**src/tdmtx_pkg.sv**
```systemverilog
// Constants and types for the transmit slot map and clock monitor.
// Assumes a 16-bit register port and a 200 MHz system clock.
package tdmtx_pkg;

    // ------------------------------------------------------------
    // Sizes
    // ------------------------------------------------------------
    localparam int NUM_LINKS  = 16;
    localparam int NUM_REFS   = 4;
    localparam int SLOT_BITS  = 8;
    localparam int FRAME_BITS = 256;
    localparam logic [7:0] FRAME_LAST = 8'hFF;

    // ------------------------------------------------------------
    // Register offsets
    // ------------------------------------------------------------
    localparam logic [15:0] CTL_BASE   = 16'h0600;
    localparam logic [15:0] MAPL_BASE  = 16'h0610;
    localparam logic [15:0] MAPH_BASE  = 16'h0620;
    localparam logic [15:0] TXCKF_ADDR = 16'h0630;
    localparam logic [15:0] RXCKF_ADDR = 16'h0631;
    localparam logic [15:0] REFF_ADDR  = 16'h0632;
    localparam logic [15:0] SYNCF_ADDR = 16'h0633;
    localparam logic [15:0] ISTAT_ADDR = 16'h0640;
    localparam logic [15:0] IMASK_ADDR = 16'h0641;

    // ------------------------------------------------------------
    // Control fields and reset values
    // ------------------------------------------------------------
    localparam int CTL_POL_BIT = 0;
    localparam int CTL_FMT_BIT = 2;
    localparam int CTL_EN_BIT  = 7;
    localparam logic [15:0] REG_RST  = 16'h0000;
    localparam logic [15:0] CTL_MASK = 16'h0085;

    // ------------------------------------------------------------
    // Clock loss timing
    // ------------------------------------------------------------
    localparam int SYS_CLK_MHZ = 200;
    localparam int CLK_TMO_NS  = 1000;
    localparam int CLK_TMO_CYC = (CLK_TMO_NS * SYS_CLK_MHZ + 999) / 1000;

    // Per-link transmit control kept by this block
    typedef struct packed {
        logic en;   // Link enable
        logic fmt;  // 1: doubled clock format
        logic pol;  // Sync polarity, 1 active high
    } tdmtx_ctl_t;

endpackage

```
**src/tdmtx_slot_mon.sv**
```systemverilog
// Transmit TDM slot map, sync polarity and link clock health monitor.
// Assumes link clocks and syncs arrive asynchronously on pins and that
// software uses the one-cycle register port on i_clk.
//
// Overview of operation
// RL1: Control bit 0 picks sync polarity, 0 active low, 1 active high.
// RL2: In doubled clock format the polarity bit is ignored, sync low.
// RL3: Sixteen link control registers at consecutive addresses, reset zero.
// RL4: Low map bit n lets timeslot n, 0 to 15, carry traffic.
// RL5: Sixteen low map registers, one per link, reset to zero.
// RL6: High map bit n lets timeslot n+16 carry traffic, one per link.
// RL7: Data output is released, not driven, in unmapped timeslots.
// RL8: Software keeps high map bit 8 clear on T1 links.
// RL9: Read-only register shows transmit clock fault of each link.
// RL10: Read-only register shows receive clock fault of each link.
// RL11: Reference clock faults in bits 3 to 0, upper bits zero.
// RL12: Sync fault flag per link stays set until software writes 0.
// RL13: Format bit picks generic 1x clock or doubled 2x clock format.
// RL14: Link enable clear releases the whole transmit port.
// RL15: Clock faulty after a silent timeout; sync faulty if missing.
// RL16: Clock fault bits are live synchronised state; reads harmless.
module tdmtx_slot_mon #(
    parameter int TMO_CYC = tdmtx_pkg::CLK_TMO_CYC  // Clock loss count
) (
    input  wire logic        i_clk,                   // System clock
    input  wire logic        i_rst_b,                 // Sync reset, low
    input  wire logic [15:0] i_addr,                  // Register address
    input  wire logic [15:0] i_wdata,                 // Write data
    input  wire logic        i_wr,                    // Write strobe
    input  wire logic        i_rd,                    // Read strobe
    output logic      [15:0] o_rdata,                 // Read data
    output logic             o_irq,                   // Interrupt level
    input  wire logic [15:0] i_tx_link_clock,         // Tx link clocks
    input  wire logic [15:0] i_rx_link_clock,         // Rx link clocks
    input  wire logic [3:0]  i_reference_clock_input, // Reference clocks
    input  wire logic [15:0] i_tx_frame_sync,         // Tx frame syncs
    input  wire logic [15:0] i_tx_data,               // Serial data in
    output logic      [15:0] o_tx_serial_data_out,    // Serial data out
    output logic      [15:0] o_tx_serial_data_oe      // Output enable
);

    // ------------------------------------------------------------
    // Local sizes
    // ------------------------------------------------------------
    localparam int NL  = tdmtx_pkg::NUM_LINKS;
    localparam int NCK = 2 * NL + tdmtx_pkg::NUM_REFS;
    localparam int NIN = NCK + NL;
    localparam int SYB = NCK;
    localparam int CW  = $clog2(TMO_CYC + 1);
    localparam logic [CW-1:0] TMO_W = CW'(TMO_CYC);

    logic [NIN-1:0] raw;
    logic [NIN-1:0] sy1;
    logic [NIN-1:0] sy2;
    logic [NIN-1:0] sy3;
    logic [NIN-1:0] st;
    logic [NIN-1:0] pst;
    logic [NCK-1:0] ckflt;
    logic [NL-1:0]  sev;
    logic [NL-1:0]  sflag;
    logic [NL-1:0]  istat;
    logic [NL-1:0]  imask;
    logic [15:0]    mapl [NL];
    logic [15:0]    maph [NL];
    logic [15:0]    ctl_rd;
    logic [3:0]     idx;
    logic           wr_ctl;
    logic           wr_mapl;
    logic           wr_maph;
    logic           wr_sync;
    logic [NL-1:0]  clrv;
    tdmtx_pkg::tdmtx_ctl_t ctl [NL];

    // ------------------------------------------------------------
    // Pin synchronisers
    // ------------------------------------------------------------
    assign raw = {i_tx_frame_sync, i_reference_clock_input,
                  i_rx_link_clock, i_tx_link_clock};

    // Settled level moves only when stages two and three agree
    always_ff @(posedge i_clk) begin
        if (!i_rst_b) begin
            sy1 <= '0;
            sy2 <= '0;
            sy3 <= '0;
            st  <= '0;
            pst <= '0;
        end else begin
            sy1 <= raw;
            sy2 <= sy1;
            sy3 <= sy2;
            st  <= (st & (sy2 ^ sy3)) | (sy3 & ~(sy2 ^ sy3));
            pst <= st;
        end
    end

    // ------------------------------------------------------------
    // Clock loss detectors
    // ------------------------------------------------------------
    for (genvar k = 0; k < NCK; k++) begin : g_ck
        logic [CW-1:0] cnt;

        // RL15: silence timeout count
        always_ff @(posedge i_clk) begin
            if (!i_rst_b) begin
                cnt <= '0;
            end else if (st[k] != pst[k]) begin
                cnt <= '0;
            end else if (cnt != TMO_W) begin
                cnt <= cnt + 1'b1;
            end
        end

        // RL16: live fault level, clears on next edge
        always_ff @(posedge i_clk) begin
            if (!i_rst_b) begin
                ckflt[k] <= 1'b0;
            end else begin
                ckflt[k] <= (cnt == TMO_W);
            end
        end

    end

    // ------------------------------------------------------------
    // Transmit links
    // ------------------------------------------------------------
    for (genvar i = 0; i < NL; i++) begin : g_ln
        logic       edge_t;
        logic       adv;
        logic       sact;
        logic       half;
        logic [7:0] bcnt;
        logic [7:0] nb;
        logic [31:0] mapw;

        assign edge_t = st[i] & ~pst[i];
        assign mapw   = {maph[i], mapl[i]};

        // RL13: doubled clock advances every second edge
        assign adv = edge_t & (~ctl[i].fmt | half);

        // RL1: polarity picks the active sync level
        // RL2: doubled format fixes sync active low
        assign sact = ctl[i].fmt ? ~st[SYB+i]
                                 : (st[SYB+i] == ctl[i].pol);

        assign nb = sact ? 8'h00 : bcnt + 8'h01;

        // Half-bit phase of the doubled clock
        always_ff @(posedge i_clk) begin
            if (!i_rst_b || !ctl[i].en) begin
                half <= 1'b0;
            end else if (edge_t && ctl[i].fmt) begin
                half <= ~half;
            end
        end

        // Bit position in the frame, realigned by sync
        always_ff @(posedge i_clk) begin
            if (!i_rst_b) begin
                bcnt <= 8'h00;
            end else if (adv) begin
                bcnt <= nb;
            end
        end

        // RL15: sync missing at the frame boundary
        assign sev[i] = adv & ctl[i].en & ~sact
                        & (bcnt == tdmtx_pkg::FRAME_LAST);

        // RL14: disabled link releases its port
        // RL7: unmapped slot releases data output
        always_ff @(posedge i_clk) begin
            if (!i_rst_b) begin
                o_tx_serial_data_out[i] <= 1'b0;
                o_tx_serial_data_oe[i]  <= 1'b0;
            end else if (!ctl[i].en) begin
                o_tx_serial_data_oe[i]  <= 1'b0;
            end else if (adv) begin
                o_tx_serial_data_out[i] <= i_tx_data[i];
                // RL4: slot map selects the slot
                o_tx_serial_data_oe[i]  <= mapw[nb[7:3]];
            end
        end

    end

    // ------------------------------------------------------------
    // Register write decode
    // ------------------------------------------------------------
    assign idx     = i_addr[3:0];
    assign wr_ctl  = i_wr && i_addr[15:4] == tdmtx_pkg::CTL_BASE[15:4];
    assign wr_mapl = i_wr && i_addr[15:4] == tdmtx_pkg::MAPL_BASE[15:4];
    assign wr_maph = i_wr && i_addr[15:4] == tdmtx_pkg::MAPH_BASE[15:4];
    assign wr_sync = i_wr && i_addr == tdmtx_pkg::SYNCF_ADDR;
    assign clrv    = wr_sync ? ~i_wdata : '0;

    // RL3: link control registers
    always_ff @(posedge i_clk) begin
        if (!i_rst_b) begin
            for (int n = 0; n < NL; n++) begin
                ctl[n] <= '0;
            end
        end else if (wr_ctl) begin
            ctl[idx].en  <= i_wdata[tdmtx_pkg::CTL_EN_BIT];
            ctl[idx].fmt <= i_wdata[tdmtx_pkg::CTL_FMT_BIT];
            ctl[idx].pol <= i_wdata[tdmtx_pkg::CTL_POL_BIT];
        end
    end

    // RL5: low slot maps
    // RL6: high slot maps
    always_ff @(posedge i_clk) begin
        if (!i_rst_b) begin
            for (int n = 0; n < NL; n++) begin
                mapl[n] <= tdmtx_pkg::REG_RST;
                maph[n] <= tdmtx_pkg::REG_RST;
            end
        end else begin
            if (wr_mapl) begin
                mapl[idx] <= i_wdata;
            end
            if (wr_maph) begin
                maph[idx] <= i_wdata;
            end
        end
    end

    // RL12: write 0 clears, new fault wins
    always_ff @(posedge i_clk) begin
        if (!i_rst_b) begin
            sflag <= '0;
        end else begin
            sflag <= (sflag & ~clrv) | sev;
        end
    end

    // ------------------------------------------------------------
    // Interrupt status and mask
    // ------------------------------------------------------------
    // Write one clears; a same-cycle event keeps its bit set
    always_ff @(posedge i_clk) begin
        if (!i_rst_b) begin
            istat <= '0;
            imask <= '0;
            o_irq <= 1'b0;
        end else begin
            if (i_wr && i_addr == tdmtx_pkg::ISTAT_ADDR) begin
                istat <= (istat & ~i_wdata) | sev;
            end else begin
                istat <= istat | sev;
            end
            if (i_wr && i_addr == tdmtx_pkg::IMASK_ADDR) begin
                imask <= i_wdata;
            end
            o_irq <= |(istat & imask);
        end
    end

    // ------------------------------------------------------------
    // Read path
    // ------------------------------------------------------------
    // Only the kept control fields read back, others as zero
    always_comb begin
        ctl_rd = tdmtx_pkg::REG_RST;
        ctl_rd[tdmtx_pkg::CTL_EN_BIT]  = ctl[idx].en;
        ctl_rd[tdmtx_pkg::CTL_FMT_BIT] = ctl[idx].fmt;
        ctl_rd[tdmtx_pkg::CTL_POL_BIT] = ctl[idx].pol;
    end

    // RL9: tx clock faults
    // RL10: rx clock faults
    // RL11: reference faults, upper bits zero
    // Data valid one cycle after the strobe, zero otherwise
    always_ff @(posedge i_clk) begin
        if (!i_rst_b || !i_rd) begin
            o_rdata <= '0;
        end else if (i_addr[15:4] == tdmtx_pkg::CTL_BASE[15:4]) begin
            o_rdata <= ctl_rd;
        end else if (i_addr[15:4] == tdmtx_pkg::MAPL_BASE[15:4]) begin
            o_rdata <= mapl[idx];
        end else if (i_addr[15:4] == tdmtx_pkg::MAPH_BASE[15:4]) begin
            o_rdata <= maph[idx];
        end else if (i_addr == tdmtx_pkg::TXCKF_ADDR) begin
            o_rdata <= ckflt[NL-1:0];
        end else if (i_addr == tdmtx_pkg::RXCKF_ADDR) begin
            o_rdata <= ckflt[2*NL-1:NL];
        end else if (i_addr == tdmtx_pkg::REFF_ADDR) begin
            o_rdata <= {12'h000, ckflt[NCK-1:2*NL]};
        end else if (i_addr == tdmtx_pkg::SYNCF_ADDR) begin
            o_rdata <= sflag;
        end else if (i_addr == tdmtx_pkg::ISTAT_ADDR) begin
            o_rdata <= istat;
        end else if (i_addr == tdmtx_pkg::IMASK_ADDR) begin
            o_rdata <= imask;
        end else begin
            o_rdata <= '0;
        end
    end
endmodule

```
**config.mk**
```make
export PLATFORM = sky130hd
export DESIGN_NAME = tdmtx_slot_mon
export DESIGN_NICKNAME = d
export VERILOG_FILES = /design/src/tdmtx_pkg.sv /design/src/tdmtx_slot_mon.sv
export SDC_FILE = /design/constraint.sdc
export NUM_CORES = 2
export LEC_CHECK = 0
export BUFFER_PORTS_ARGS = -buffer_cell sky130_fd_sc_hd__buf_2
export CORE_ASPECT_RATIO = 2
export CORE_UTILIZATION = 55
export CTS_BUF_LIST = sky130_fd_sc_hd__clkbuf_4
export CTS_CLUSTER_SIZE = 10
export DETAILED_ROUTE_END_ITERATION = 10
export PLACE_DENSITY_LB_ADDON = 0.3
export SKIP_CTS_REPAIR_TIMING = 1
export SLEW_MARGIN = 20
export SYNTH_ARGS = -nofsm -noshare
export SYNTH_HDL_FRONTEND = slang
export SYNTH_SLANG_ARGS = --single-unit
```
**constraint.sdc**
```tcl
create_clock -name i_clk -period 4 [get_ports i_clk]
set_input_delay 0.2 -clock i_clk [delete_from_list [all_inputs] [get_ports i_clk]]
set_output_delay 0.2 -clock i_clk [all_outputs]
set_load 0.01 [all_outputs]
```
-- Yosys cells after proc, flatten, opt, wreduce, memory -nomap -nowiden
Memory sizes are Yosys's and may differ from the RTL's.
Index checks and enable logic that the tools add are counted.
- reduce and logical (&&, ||, !) cells: 130
- shifts and indexed selects: 0
- add/sub/neg operators: 52
- bitwise logic cells: 190
- div/mod/pow operators: 0
- magnitude comparators: 16
- multipliers: 0
- muxes and demuxes: 94
- equality and inequality tests: 149
- operator list (cell ; count):
    8-bit by 1-bit adder with 8-bit output (second input constant) ; 52
    8-bit equality test (second input constant) ; 52
    8-bit != test (second input constant) ; 36
    16-bit two-way mux ; 12
    8-bit two-way mux ; 17
    52-bit bitwise AND ; 2
    16-bit by 11-bit equality test with 1-bit output (second input constant) ; 6
    5-bit by 6-bit < comparator with 1-bit output (second input constant) ; 16
    1-bit inverter ; 81
    1-bit bitwise AND ; 80
    1-bit binary-select mux with 5-bit select ; 16
    2-bit OR reduction ; 37
    2-bit AND reduction ; 32
    52-bit inverter ; 1
    52-bit OR ; 1
    52-bit XOR ; 1
    16-bit bitwise AND ; 3
    16-bit OR ; 3
    16-bit OR reduction ; 3
    1-bit two-way mux ; 45
    12-bit by 7-bit equality test with 1-bit output (second input constant) ; 3
    1-bit != test ; 36
    16-bit inverter ; 2
    1-bit logical AND ; 22
    other kinds (7) ; 72
- ROM bits: 0
- input port bits: 104
- memories: 3
- flip-flop bits (word level): 809
- logic and storage cells: 781
- latch bits: 0
- output and inout port bits: 49
- bits in writable memories: 560
- memories (name ; depth ; width ; read ports ; clocked after memory_dff ; write ports ; line ; text):
    maph ; 16 ; 16 ; 17 ; 0 ; 16 ; tdmtx_slot_mon.sv:64 ; logic [15:0] maph [NL];
    mapl ; 16 ; 16 ; 17 ; 0 ; 16 ; tdmtx_slot_mon.sv:63 ; logic [15:0] mapl [NL];
    ctl ; 16 ; 3 ; 17 ; 0 ; 16 ; tdmtx_slot_mon.sv:72 ; tdmtx_pkg::tdmtx_ctl_t ctl [NL];

-- Depth between registers and ports, before layout
- depth after elaboration: 10
- gate-level depth with buffers: 11
- mapped depth without buffers: 9

-- Least setup slack after synthesis
OpenSTA, ideal clock, no wires.
- kind: input port to flip-flop
- start point: input port i_addr[11]
- end point: memory mapl[8][0], enable pin
- setup slack: 793 ps
- setup time: 411 ps
- data required time: 3589 ps
- stages: 7
- arrival time: 2796 ps
- cells stage by stage: nor4bb_1 > nand3_1 > nor2_1 > nand4_1 > clkbuf_1 > clkbuf_1 > o21ai_0
- RTL lines (element ; line ; text):
    start, declared ; tdmtx_slot_mon.sv:27 ; input wire logic [15:0] i_addr,
    end, declared ; tdmtx_slot_mon.sv:63 ;

==> run_summary.xml <==
<?xml version="1.0" encoding="UTF-8"?>
<metrics>
  <group name="yosys">
    <metric name="synth-async-reset-ratio" unit="%">0</metric>
    <metric name="syn-cell-area" unit="sq um">63900</metric>
    <metric name="postSynthRegisterBits" unit="">1369</metric>
    <metric name="synthesis.yosys.warnings" unit="">0</metric>
    <metric name="mappedNetlistNets" unit="">6057</metric>
    <metric name="netlist-cell-type-count" unit="">85</metric>
    <metric name="synth-seq-area-share" unit="%">51.7</metric>
    <metric name="post_synth_edffs" unit="">560</metric>
    <metric name="avg_synthesized_cell_area" unit="sq um">10.9</metric>
    <metric name="synth_ff_type" unit="">dfxtp_1</metric>
    <metric name="postSynthCellCount" unit="">5849</metric>
  </group>
  <group name="final_layout">
    <metric name="post_layout_nets" unit="">6667</metric>
    <metric name="area_delta_synth_final" unit="%">14.5</metric>
    <metric name="final_cell_mix" unit="">dfxtp_1, and2_1, edfxtp_1, nand2_1, nor2_1</metric>
    <metric name="finalNonFillerCells" unit="">8225</metric>
    <metric name="final_layout_size_suffix_gt1_share" unit="%">17.1</metric>
    <metric name="layout.cells.most_common" unit="">dfxtp_1</metric>
  </group>
  <group name="routing">
    <metric name="final_antenna_net_count" unit="">0</metric>
    <metric name="detail_route.wl_per_cell" unit="microns">26.2</metric>
    <metric name="dr.pass1.iters" unit="">6</metric>
    <metric name="route.final.wire_length" unit="microns">215000</metric>
    <metric name="route.vias.total" unit="">49069</metric>
    <metric name="drt_iter0_drc" unit="">4286</metric>
    <metric name="remaining_drc_errors" unit="">0</metric>
    <metric name="dr_vias_cell" unit="">5.97</metric>
  </group>
  <group name="timing">
    <metric name="layout_setup_ws" unit="ns">-0.100</metric>
    <metric name="layout_min_cycle_time" unit="ns">4.10</metric>
    <metric name="rel_slew_slack" unit="%">13.1</metric>
    <metric name="maxClockFrequency" unit="MHz">244</metric>
    <metric name="tightest_pin_transition" unit="ns">1.30</metric>
    <metric name="timing.final.crit_share" unit="%">103</metric>
    <metric name="final.setup.tns" unit="ns">-0.687</metric>
    <metric name="hold_viol_final" unit="">0</metric>
    <metric name="rsz0062_at_grt" unit="">no</metric>
    <metric name="finClkSkew" unit="ns">0.0713</metric>
    <metric name="final_setup_fails" unit="">21</metric>
    <metric name="timing.final.max_slew_violations" unit="">0</metric>
  </group>
  <group name="worst_setup_path">
    <metric name="worstPathRequired" unit="ns">5.06</metric>
    <metric name="setup.worst_path.start_class" unit="">primary input</metric>
    <metric name="end_kind" unit="">flop</metric>
    <metric name="worst_r2r_endpoint" unit="">o_tx_serial_data_oe[11]</metric>
    <metric name="setup.reg_to_reg.worst_slack" unit="ns">0.45</metric>
    <metric name="r2r-start" unit="">ctl[11][1]</metric>
    <metric name="timing.critical_path.fanout_max" unit="">16</metric>
    <metric name="cell_depth_of_the_worst_flop_to_flop_path" unit="">8</metric>
    <metric name="critPathKind" unit="">in2reg</metric>
    <metric name="worst-endpoint-arrival" unit="ns">5.16</metric>
  </group>
  <group name="pwr">
    <metric name="p_leak" unit="nW">26.9</metric>
    <metric name="pwr_density_cell" unit="nW/um^2">389</metric>
    <metric name="power.ir.vdd_worst" unit="V">0.000311</metric>
  </group>
  <group name="die">
    <metric name="width_of_the_die" unit="microns">243</metric>
    <metric name="floorplan.initialDensity" unit="%">55.5</metric>
    <metric name="core_region_area" unit="sq um">115000</metric>
    <metric name="ios" unit="">153</metric>
    <metric name="die_h" unit="microns">484</metric>
    <metric name="die_footprint" unit="sq um">118000</metric>
    <metric name="standard_cell_rows" unit="">176</metric>
  </group>
  <group name="place">
    <metric name="finalWeightedCongestion" unit="">1.09</metric>
    <metric name="dp.final_hpwl" unit="microns">150000</metric>
    <metric name="placed_cells" unit="">7393</metric>
    <metric name="io_buffers" unit="">152</metric>
  </group>
  <group name="min_path">
    <metric name="hold_class" unit="">in2reg</metric>
    <metric name="timing.hold.worst_path_depth" unit="">7</metric>
    <metric name="holdCritStartpoint" unit="">i_addr[8]</metric>
    <metric name="min_to" unit="">o_rdata[1]</metric>
  </group>
  <group name="job">
    <metric name="maxCapViolCount" unit="">0</metric>
  </group>
  <group name="clocking">
    <metric name="cts_inserted_buffers" unit="">323</metric>
    <metric name="clock-sinks" unit="">1369</metric>
    <metric name="tritoncts_clock_tree" unit="">done</metric>
    <metric name="worst_skew_pair.late_latency" unit="ns">1.30</metric>
    <metric name="register_clock_pin_slew_on_the_reported_worst_setup_and_hold_paths" unit="ns">0.07</metric>
    <metric name="clockRootBuffer" unit="">clkbuf_4</metric>
    <metric name="clock_tree.buffer_depth" unit="">4</metric>
    <metric name="clock_tree.htree_level_count" unit="">5</metric>
  </group>
  <group name="grt">
    <metric name="grt.total_usage" unit="%">36.2</metric>
    <metric name="grt_pass1_wl" unit="microns">305000</metric>
    <metric name="grt_antenna_before_repair" unit="">29</metric>
    <metric name="grt_max_degree" unit="">217</metric>
    <metric name="grt_pass1_vias" unit="">47735</metric>
    <metric name="grt.overflow.total" unit="">0</metric>
  </group>
  <group name="outcome">
    <metric name="violations" unit="">negative setup slack</metric>
    <metric name="status" unit="">finished with violations</metric>
  </group>
</metrics>
report_power, final:
| part | internal, mW | leakage, nW | switching (mW) | total [mW] |
|---|---|---|---|---|
| clock | 5.32 | 2.34 | 5.60 | 10.9 |
| sequential | 15.0 | 11.9 | 0.482 | 15.4 |
| combinational | 0.891 | 12.7 | 1.20 | 2.09 |
| total | 21.2 | 26.9 | 7.28 | 28.5 |
cell type report:
class	count	area (sq um)
fillers	9141	42000
flip-flops and latches	1369	33000
multi-input cells	4089	29400
repair buffers	551	4480
clock buffers	462	3470
well taps	1513	1890
inverters	125	469
clock inverters	95	387
diodes	21	52.6
cells in the mapped netlist (6+ instances only):
| library cell | count | area (sq um) |
|---|---|---|
| mux4_2 | 243 | 5470 |
| or2_2 | 40 | 250 |
| nor2_2 | 20 | 125 |
| a311oi_1 | 7 | 61.3 |
| nand4_1 | 36 | 225 |
| nor2_1 | 482 | 1810 |
| dfxtp_1 | 809 | 16200 |
| nor3_1 | 60 | 300 |
| buf_1 | 8 | 30.0 |
| a22oi_1 | 30 | 225 |
| nand3_1 | 278 | 1390 |
| mux2_2 | 16 | 180 |
| xnor2_1 | 145 | 1270 |
| buf_2 | 35 | 175 |
| inv_1 | 125 | 469 |
| o21ai_1 | 6 | 30.0 |
| a211oi_1 | 31 | 233 |
| a21boi_0 | 168 | 1260 |
| clkbuf_1 | 217 | 815 |
| edfxtp_1 | 560 | 16800 |
| ha_1 | 104 | 1300 |
| nor4_1 | 40 | 250 |
| o211ai_1 | 18 | 135 |
| a31oi_1 | 19 | 119 |
| xor2_1 | 230 | 2010 |
| a32o_1 | 6 | 60.1 |
| o21a_1 | 14 | 105 |
| or3_1 | 21 | 131 |
| a32oi_1 | 8 | 70.1 |
| nor2b_1 | 67 | 419 |
| mux2i_1 | 141 | 1410 |
| nor3b_1 | 8 | 60.1 |
| and3_2 | 9 | 67.6 |
| nand2_1 | 505 | 1900 |
| and2_1 | 775 | 4850 |
| o21ai_0 | 218 | 1090 |
| a21oi_1 | 85 | 425 |
| nand2b_1 | 12 | 75.1 |
| nand3b_1 | 40 | 300 |
| and3_1 | 101 | 632 |
per-layer routing:
layer / part of all wire (%) / global-route usage [%] / vias to the layer above
li1: - / - / 22017
met1: 30 / 34.2 / 23556
met2: 49 / 60.1 / 2505
met3: 8.7 / 10.9 / 965
met4: 12 / 37.8 / 26
met5: 0.085 / 0 / -
critical path, cell delays in order:
cell and delay (ns):
dlygate4sd3_1 0.53, buf_2 0.12, nor4bb_2 0.70, dlygate4sd3_1 0.78, nand3_1 0.12, dlygate4sd3_1 0.63
nor3_1 0.64, and3_1 0.35, nand2_1 0.72, nor2_1 0.35
logic make-up (layout without fill, tap and decap cells):
| kind of cell | count (synthesis) | after routing | share of synthesized area [%] |
|---|---|---|---|
| and+or+nand+nor | 2518 | 2518 | 20.4 |
| AOI/OAI and AO/OA | 686 | 686 | 7.13 |
| adders and majority gates | 104 | 104 | 2.04 |
| other | 0 | 21 | 0 |
| xor gates and xnor gates | 380 | 380 | 5.29 |
| DFF | 1369 | 1369 | 51.7 |
| buffers and inverters | 391 | 1233 | 2.42 |
| muxes | 401 | 401 | 11.1 |
worst max path at each step:
stage / start / end / slack, ns / cells past startpoint
2_1_floorplan: i_addr[11] / mapl[8][0] / 0.79 / 7
3_3_place_gp: i_addr[11] / maph[12][12] / 0.33 / 9
5_1_grt: i_addr[11] / mapl[10][14] / 0.11 / 12
4_1_cts: ctl[11][1] / o_tx_serial_data_oe[11] / 0.73 / 8
6_report: i_addr[11] / ctl[2][2] / -0.10 / 10
3_5_place_dp: i_addr[6] / maph[1][2] / 0.37 / 8
registers in the layout, summed over array words and instances (netlist names), 36 cells and up, named ones only:
register,flops
maph,256
g_ln.bcnt,128
ctl,48
pst,36
sy3,52
mapl,256
sy1,52
ckflt,36
sy2,52
g_ck.cnt,288
through the flow:
| stage | worst slack, ns | area, sq um | total power [mW] | hold slack (ns) | util [%] |
|---|---|---|---|---|---|
| 2_1_floorplan | 0.793 | 63900 | 16.6 | 0.327 | - |
| 3_3_place_gp | 0.329 | 66700 | 17.5 | 0.407 | 57.9 |
| 3_5_place_dp | 0.372 | 66700 | 17.5 | 0.408 | 57.9 |
| 4_1_cts | 0.727 | 70500 | 28.3 | -0.983 | 61.2 |
| 5_1_grt | 0.115 | 73100 | 29.4 | 0.00696 | 63.5 |
| 6_report | -0.100 | 73100 | 28.5 | 0.0647 | 63.5 |
No activity file was read; power rests on OpenSTA's default activity.
